**src/verilog/zq_cfg.svh**
```systemverilog
// timing counts and counter width for the impedance calibration link
// Behaviour
// RULE1 - long command performs initial power-up calibration
// RULE2 - controller may issue long command anytime later
// RULE3 - long command runs engine, then updates IO
// RULE4 - first long after reset gets initial window
// RULE5 - later long commands get operational window
// RULE6 - short command calibrates within short window
// RULE7 - controller keeps channel quiet during window
// RULE8 - device switches calibration current off when done
// RULE9 - all banks precharged, precharge period met first
// RULE10 - calibration may overlap lock after self refresh
// RULE11 - no self calibration after self-refresh exit
// RULE12 - no calibration before self-refresh exit delay
// RULE13 - shared resistor: rank windows never overlap
// RULE14 - CKE held high throughout every window
// RULE15 - termination disabled during calibration
// RULE16 - DQ outputs high impedance during calibration
// RULE17 - A10 high selects long, low short
// RULE18 - windows are counted cycles; channel busy meanwhile
`ifndef ZQ_CFG_SVH
`define ZQ_CFG_SVH
`define ZQ_CLK_MHZ 200
`define ZQ_INIT_CYC 512
`define ZQ_OPER_CYC 256
`define ZQ_SHORT_CYC 64
`define ZQ_PRECHARGE_NS 14
`define ZQ_PRECHARGE_CYC ((`ZQ_PRECHARGE_NS * `ZQ_CLK_MHZ + 999) / 1000)
`define ZQ_SR_EXIT_NS 170
`define ZQ_SR_EXIT_CYC ((`ZQ_SR_EXIT_NS * `ZQ_CLK_MHZ + 999) / 1000)
`define ZQ_CNT_W 12
`define ZQ_SETTLE_CYC 4
`endif

```
**src/verilog/zq_pkg.sv**
```systemverilog
// state types for the two ends of the calibration link, one enum per end
package zq_pkg;
    typedef enum logic [1:0] {CAL_IDLE, CAL_RUN, CAL_XFER} cal_state_e;
    typedef enum logic [2:0] {CT_IDLE, CT_PRECHARGE, CT_SRX_WAIT, CT_ISSUE, CT_BUSY} ctl_state_e;
endpackage : zq_pkg
```
**src/verilog/zq_link_if.sv**
```systemverilog
// link between memory controller and calibration sequencer
`timescale 1ns/1ps
interface zq_link_if;
    logic cal_cmd;
    logic a10;
    logic cke;
    logic odt;
    logic dq_oe;
    logic banks_precharged;
    logic cal_busy;
    modport ctrl (output cal_cmd, output a10, output cke, output odt, output dq_oe,
        output banks_precharged, input cal_busy);
    modport dev (input cal_cmd, input a10, input cke, input odt, input dq_oe,
        input banks_precharged, output cal_busy);
endinterface : zq_link_if

```
**src/verilog/zq_controller.sv**
```systemverilog
// controller end: issues calibration commands under the channel preconditions
`timescale 1ns/1ps
`include "zq_cfg.svh"
module zq_controller import zq_pkg::*; #(
    parameter int CNT_W = `ZQ_CNT_W,
    parameter int INIT_CYC = `ZQ_INIT_CYC,
    parameter int OPER_CYC = `ZQ_OPER_CYC,
    parameter int SHORT_CYC = `ZQ_SHORT_CYC,
    parameter int PRE_CYC = `ZQ_PRECHARGE_CYC,
    parameter int SRX_CYC = `ZQ_SR_EXIT_CYC
) (
    input wire logic clk,
    input wire logic rst_n,
    zq_link_if.ctrl link,
    input wire logic req_valid,
    input wire logic req_long,
    output logic req_ready,
    input wire logic sr_exit,
    input wire logic banks_idle,
    input wire logic peer_rank_busy,
    output logic rank_busy,
    output logic done
);
    ctl_state_e state_ff;
    logic [CNT_W-1:0] cnt_ff;
    logic [CNT_W-1:0] srx_ff;
    logic long_ff;
    logic first_ff;

    // self refresh exit delay runs alongside anything else, so lock time may overlap
    always_ff @(posedge clk or negedge rst_n) begin
        if (!rst_n) begin
            srx_ff <= '0;
        end else if (sr_exit) begin
            srx_ff <= CNT_W'(SRX_CYC); // RULE12 RULE10
        end else if (srx_ff != '0) begin
            srx_ff <= srx_ff - CNT_W'(1);
        end
    end

    always_ff @(posedge clk or negedge rst_n) begin
        if (!rst_n) begin
            state_ff <= CT_IDLE;
            cnt_ff <= '0;
            long_ff <= 1'b0;
            first_ff <= 1'b1;
            done <= 1'b0;
        end else begin
            done <= 1'b0;
            case (state_ff)
                CT_IDLE: begin
                    if (req_valid && banks_idle) begin // RULE9 RULE2
                        long_ff <= req_long;
                        cnt_ff <= CNT_W'(PRE_CYC);
                        state_ff <= CT_PRECHARGE;
                    end
                end
                CT_PRECHARGE: begin
                    if (cnt_ff > CNT_W'(1)) begin
                        cnt_ff <= cnt_ff - CNT_W'(1); // RULE9
                    end else begin
                        state_ff <= CT_SRX_WAIT;
                    end
                end
                CT_SRX_WAIT: begin
                    if (srx_ff == '0 && !peer_rank_busy) begin // RULE12 RULE13
                        state_ff <= CT_ISSUE;
                    end
                end
                CT_ISSUE: begin
                    if (!long_ff) begin
                        cnt_ff <= CNT_W'(SHORT_CYC); // RULE6
                    end else if (first_ff) begin
                        cnt_ff <= CNT_W'(INIT_CYC); // RULE4 RULE1
                    end else begin
                        cnt_ff <= CNT_W'(OPER_CYC); // RULE5
                    end
                    if (long_ff) begin
                        first_ff <= 1'b0;
                    end
                    state_ff <= CT_BUSY;
                end
                CT_BUSY: begin
                    if (cnt_ff > CNT_W'(1)) begin
                        cnt_ff <= cnt_ff - CNT_W'(1); // RULE7 RULE18
                    end else begin
                        done <= 1'b1;
                        state_ff <= CT_IDLE;
                    end
                end
                default: state_ff <= CT_IDLE;
            endcase
        end
    end

    assign link.cal_cmd = state_ff == CT_ISSUE;
    assign link.a10 = state_ff == CT_ISSUE && long_ff; // RULE17
    assign link.cke = 1'b1; // RULE14
    // termination and DQ drivers are tied off in every state, idle included
    assign link.odt = 1'b0; // RULE15
    assign link.dq_oe = 1'b0; // RULE16
    assign link.banks_precharged = state_ff != CT_IDLE && state_ff != CT_PRECHARGE;
    assign rank_busy = state_ff == CT_ISSUE || state_ff == CT_BUSY; // RULE13
    assign req_ready = state_ff == CT_IDLE && banks_idle;
endmodule : zq_controller

```
**src/flat_wrapper.sv**
```systemverilog
// flat-port wrapper written by rule: the top's interface ports become plain ports
module zq_controller_flat import zq_pkg::*;
#(
    parameter int CNT_W = `ZQ_CNT_W,
    parameter int INIT_CYC = `ZQ_INIT_CYC,
    parameter int OPER_CYC = `ZQ_OPER_CYC,
    parameter int SHORT_CYC = `ZQ_SHORT_CYC,
    parameter int PRE_CYC = `ZQ_PRECHARGE_CYC,
    parameter int SRX_CYC = `ZQ_SR_EXIT_CYC
)
  (clk, rst_n, req_valid, req_long, req_ready, sr_exit, banks_idle, peer_rank_busy, rank_busy, done, link_cal_cmd, link_a10, link_cke, link_odt, link_dq_oe, link_banks_precharged, link_cal_busy);
  zq_link_if link_i ();
  input wire logic clk;
  input wire logic rst_n;
  input wire logic req_valid;
  input wire logic req_long;
  output logic req_ready;
  input wire logic sr_exit;
  input wire logic banks_idle;
  input wire logic peer_rank_busy;
  output logic rank_busy;
  output logic done;
  output wire logic [$bits(link_i.cal_cmd)-1:0] link_cal_cmd;
  output wire logic [$bits(link_i.a10)-1:0] link_a10;
  output wire logic [$bits(link_i.cke)-1:0] link_cke;
  output wire logic [$bits(link_i.odt)-1:0] link_odt;
  output wire logic [$bits(link_i.dq_oe)-1:0] link_dq_oe;
  output wire logic [$bits(link_i.banks_precharged)-1:0] link_banks_precharged;
  input wire logic [$bits(link_i.cal_busy)-1:0] link_cal_busy;
  assign link_cal_cmd = link_i.cal_cmd;
  assign link_a10 = link_i.a10;
  assign link_cke = link_i.cke;
  assign link_odt = link_i.odt;
  assign link_dq_oe = link_i.dq_oe;
  assign link_banks_precharged = link_i.banks_precharged;
  assign link_i.cal_busy = link_cal_busy;
  zq_controller #(.CNT_W(CNT_W), .INIT_CYC(INIT_CYC), .OPER_CYC(OPER_CYC), .SHORT_CYC(SHORT_CYC), .PRE_CYC(PRE_CYC), .SRX_CYC(SRX_CYC)) u_core (.clk(clk), .rst_n(rst_n), .link(link_i), .req_valid(req_valid), .req_long(req_long), .req_ready(req_ready), .sr_exit(sr_exit), .banks_idle(banks_idle), .peer_rank_busy(peer_rank_busy), .rank_busy(rank_busy), .done(done));
endmodule
```
**config.mk**
```make
export PLATFORM = sky130hd
export DESIGN_NAME = zq_controller_flat
export DESIGN_NICKNAME = d
export VERILOG_FILES = /design/src/verilog/zq_pkg.sv /design/src/verilog/zq_link_if.sv /design/src/verilog/zq_controller.sv /design/src/flat_wrapper.sv
export VERILOG_INCLUDE_DIRS = /design/src /design/src/verilog
export SDC_FILE = /design/constraint.sdc
export NUM_CORES = 1
export LEC_CHECK = 0
export ABC_AREA = 1
export ABC_CLOCK_PERIOD_IN_PS = 1300
export BUFFER_PORTS_ARGS = -buffer_cell sky130_fd_sc_hd__buf_4
export CAP_MARGIN = 5
export CORE_MARGIN = 4
export CORE_UTILIZATION = 53
export CTS_CLUSTER_SIZE = 28
export DETAILED_ROUTE_END_ITERATION = 8
export PLACE_DENSITY = 0.81
export SLEW_MARGIN = 0
export SYNTH_ARGS = -nofsm -noshare
export SYNTH_HDL_FRONTEND = slang
export SYNTH_SLANG_ARGS = --single-unit
```
**constraint.sdc**
```tcl
create_clock -name clk -period 1.3 [get_ports clk]
set_input_delay 0.13 -clock clk [delete_from_list [all_inputs] [get_ports clk]]
set_output_delay 0.13 -clock clk [all_outputs]
set_load 0.05 [all_outputs]
```
==> impl_metrics.yaml, run 1 <==
run_status:
  status: "did not finish"
  haltStage: "5_1_grt"
  first-error: "[ERROR GRT-0232] Routing congestion too high. Check the congestion heatmap in the GUI."
sta:
  worstEpCategory: "register data pin"
  worst_endpoint: "u_core.cnt_ff[6]$_DFFE_PN0P_/D"
placement:
  portBuffers: 12
  place.gp.congestion: 0.937
  placed_area_um2: 2510
  hpwl_mm: 3.52
cts:
  clock_path_buffers: 2
  cts_sinks: 30
  htree_levels: 2
  cts_made_buffers: 5
  root_buffer: "clkbuf_8"
floorplanning:
  rows: 21
  ios: 17
  initial_utilization: 0.566
  die_x_um: 68.9
  die_height_um: 68.9
logic_synthesis:
  netlist.area_leader.share: 0.370
  synth_ff_type: "dfrtp_1"
  synth_area_leaders: "dfrtp_1 (37%), nand2_1 (17%), nor2_1 (8.0%), nand3_1 (7.6%), inv_1 (6.9%)"
  yosysSeqAreaShare: 0.383
  syn_area_um2: 1960
  synth_largest_area_cell: "dfrtp_1"
  synth_async_sr_flop_share: 1.00
  avgSynthCellArea_um2: 6.89
  yosys-top-cells-count: "nand2_1 (87), nor2_1 (42), inv_1 (36)"
  synth-edff-count: 0
  yosysUniqueCellTypes: 31
  ys_seq_elements: 30
  yosys.cell_count.top_type: "nand2_1"
  yosysWarningCount: 0
  synthCells: 285
grt:
  grt.overflow.total: 76
  grt_start_max_net_pins: 31
  grtUsageTotal: 0.744
  grt_antenna_before_repair: 1
per-stage QoR:
step                      worst slack (ps)  std cells
after floorplan                       -181        286
after global placement               -55.6        389
after detailed placement              -105        389
after CTS                             -215        413
repair_timing:
| item | CTS |
|---|---|
| buffers inserted | 14 |
| hold buffers | 1 |
| resized for setup | 58 |
| pin swaps | 20 |
| hold endpoints to repair | 29 |
| gates cloned | 1 |
| endpoints found under the setup margin | 30 |
layer usage:
| metal | GRT usage | overflow |
|---|---|---|
| met4 | 0.905 | 37 |
| met2 | 0.932 | 38 |
| met5 | 0.0750 | 0 |
| met1 | 0.705 | 1 |
| met3 | 0.528 | 0 |
cells by family after synthesis:
logic type	count (synthesis)	share of synthesized area
DFF	30	0.383
and+or+nand+nor	182	0.411
buffers and inverters	46	0.105
AOI/OAI and AO/OA	16	0.0497
other	2	0.00383
adders and majority gates	4	0.0255
xor gates and xnor gates	5	0.0223
==> run 2: changes to the inputs <==
--- a/config.mk
+++ b/config.mk
@@ -7,14 +7,13 @@
 export NUM_CORES = 1
 export LEC_CHECK = 0
 export ABC_AREA = 1
-export ABC_CLOCK_PERIOD_IN_PS = 1300
+export ABC_CLOCK_PERIOD_IN_PS = 1690
 export BUFFER_PORTS_ARGS = -buffer_cell sky130_fd_sc_hd__buf_4
 export CAP_MARGIN = 5
 export CORE_MARGIN = 4
-export CORE_UTILIZATION = 53
-export CTS_CLUSTER_SIZE = 28
+export CORE_UTILIZATION = 40
 export DETAILED_ROUTE_END_ITERATION = 8
-export PLACE_DENSITY = 0.81
+export PLACE_DENSITY_LB_ADDON = 0.15
 export SLEW_MARGIN = 0
 export SYNTH_ARGS = -nofsm -noshare
 export SYNTH_HDL_FRONTEND = slang
==> constraint.sdc (replaced) <==
create_clock -name clk -period 1.69 [get_ports clk]
set_input_delay 0.169 -clock clk [delete_from_list [all_inputs] [get_ports clk]]
set_output_delay 0.169 -clock clk [all_outputs]
set_load 0.05 [all_outputs]
==> impl_metrics.yaml, run 2 <==
detailed_routing:
  drcViolationCount: 0
  wl_mm: 4.13
  wire_per_inst_um: 11.0
  via_per_inst: 4.65
  drt-initial-drc-count: 54
  ant_nets: 0
  via_count: 1750
  firstDrtPassIters: 4
placement:
  preCtsSetupSlack_ps: 189
  place.gp.congestion: 0.838
  hpwl_mm: 3.07
  portBuffers: 12
grt:
  grtUsageTotal: 0.149
  grt_start_max_net_pins: 31
  grt_antenna_before_repair: 0
  grt_pass1_wl_mm: 7.16
  grt_pass1_vias: 1656
  grt.overflow.total: 0
cts:
  htree_levels: 2
  root_buffer: "clkbuf_8"
  tritoncts: "done"
  clk_latency_ps: 280
  cts_made_buffers: 5
  cts_sinks: 30
  clock_path_buffers: 2
  clk_pin_slew_worst_paths_ps: 60
logic_synthesis:
  yosys-top-cells-count: "nand2_1 (87), nor2_1 (42), inv_1 (36)"
  syn_area_um2: 1960
  yosysSeqAreaShare: 0.383
  avgSynthCellArea_um2: 6.89
  synth-edff-count: 0
  ys_seq_elements: 30
  yosys.cell_count.top_type: "nand2_1"
  yosysWarningCount: 0
  synth_async_sr_flop_share: 1.00
  synthCells: 285
  synth_largest_area_cell: "dfrtp_1"
  yosysUniqueCellTypes: 31
  synth_area_leaders: "dfrtp_1 (37%), nand2_1 (17%), nor2_1 (8.0%), nand3_1 (7.6%), inv_1 (6.9%)"
  synth_ff_type: "dfrtp_1"
  netlist.area_leader.share: 0.370
sta:
  setup_viol: 0
  max_freq_ghz: 0.635
  skew_ps: 7.03
  min_period_over_period: 0.931
  hold_violations: 0
  rsz0062_at_grt: "true"
  slew_violations: 0
  period_needed_ps: 1570
  fin_ws_ps: 116
cells_and_area:
  layout_common_cells: "nand2_1 (87), nor2_1 (39), inv_1 (36)"
  drive_gt1_frac: 0.178
  multiInputGateArea_um2: 1030
  seqCellArea_um2: 752
  nFillCells: 494
  utilization: 0.489
  top_regs: "u_core.cnt_ff (12), u_core.srx_ff (12), u_core.state_ff (3)"
  num_antenna_cells: 0
  fin_nets: 320
  final_common_cell: "nand2_1"
  syn2layout_area_growth_pct: 17.7
power:
  finalPower_mw: 4.54
  vdd_drop_max_uv: 702
  power.density_nw_per_um2: 1970
  p_leak_nw: 1.27
hold_path:
  worstHoldPathCells: 2
  hold_path.startpoint: "sr_exit"
  hp-class: "in -> reg"
  hold_end: "u_core.srx_ff[7]$_DFFE_PN0P_"
worst_setup_path:
  worstSetupPathType: "reg -> out"
  required_ps: 1520
  critical_path.startpoint_type: "flop"
  arrival_ps: 1410
  rr_endpoint: "u_core.cnt_ff[2]$_DFFE_PN0P_"
  r2r_setup_slack_ps: 170
  r2r-start: "u_core.state_ff[0]$_DFFE_PN0P_"
  worstRegToRegCells: 10
  crit_path_end_kind: "output port"
  cp_max_fo: 5
floorplanning:
  ios: 17
  rows: 25
  die_height_um: 78.1
  die_x_um: 78.1
  core_um2: 4720
  initial_utilization: 0.416
  die_area_um2: 6090
job:
  cap_violations: 0
run_status:
  status: "complete, no violations"
## run 2: cell counts after synthesis
Identical to the previous run, type by type.
## run 2: how the worst max path moves through the flow
stage	startpoint	end	slack, ps	cells past startpoint
global placement	u_core.cnt_ff[1]$_DFFE_PN0P_	u_core.cnt_ff[6]$_DFFE_PN0P_	200	10
finish	u_core.state_ff[2]$_DFFE_PN0P_	rank_busy	120	6
CTS	u_core.state_ff[0]$_DFFE_PN0P_	req_ready	40	6
floorplan	u_core.state_ff[2]$_DFFE_PN0P_	u_core.cnt_ff[9]$_DFFE_PN0P_	50	9
global route	u_core.state_ff[0]$_DFFE_PN0P_	link_banks_precharged	-2	7
detailed placement	u_core.cnt_ff[1]$_DFFE_PN0P_	u_core.cnt_ff[8]$_DFFE_PN0P_	190	10
## run 2: layout make-up
cell class | count | share of cell area
multi-input cells | 210 | 0.445
flip-flops and latches | 30 | 0.326
repair buffers | 22 | 0.0813
clock buffers | 8 | 0.0477
well taps | 67 | 0.0363
inverters | 39 | 0.0645
## run 2: power by group
group | total (mW) | internal [mW] | switching [mW]
combinational | 2.71 | 0.999 | 1.72
sequential | 1.15 | 0.927 | 0.223
clock | 0.680 | 0.411 | 0.269
total | 4.54 | 2.34 | 2.21
## run 2: critical path: stages (launching register included)
cell and delay (ps):
dfrtp_1 430, inv_1 90, nand2_1 100, nor2_4 150, inv_1 100, nand2_1 70
buf_4 190
## run 2: logic make-up after synthesis
| group | after synthesis | share of synthesized area |
|---|---|---|
| compound gates | 16 | 0.0497 |
| buf+inv | 46 | 0.105 |
| other cells | 2 | 0.00383 |
| simple gates | 182 | 0.411 |
| fa+ha+maj | 4 | 0.0255 |
| flops | 30 | 0.383 |
| xor+xnor | 5 | 0.0223 |
## run 2: per-stage QoR
step / std cells / hold slack [ps] / instance area [um^2] / setup TNS (ps)
5_1_grt: 376 / 102 / 2310 / -2.29
3_5_place_dp: 366 / 131 / 2170 / 0
3_3_place_gp: 366 / 132 / 2170 / 0
2_1_floorplan: 286 / -127 / 1980 / 0
6_report: 376 / 111 / 2310 / 0
4_1_cts: 375 / 96.6 / 2290 / 0
## run 2: timing repair
action	4_1_cts	5_1_grt
gates resized for setup	1	3
hold buffers	1	0
pin swaps	0	1
setup endpoints to repair	1	3
hold endpoints to repair	29	0
setup buffers	0	1
## run 2: routing by layer
metal | GRT usage | vias up | routed length, um
met5 | 0 | - | 0
met4 | 0.0717 | 0 | 78
met3 | 0.0390 | 8 | 154
met2 | 0.253 | 27 | 2030
met1 | 0.175 | 795 | 1870
li1 | - | 920 | -
Power figures use the tool's default switching activity.
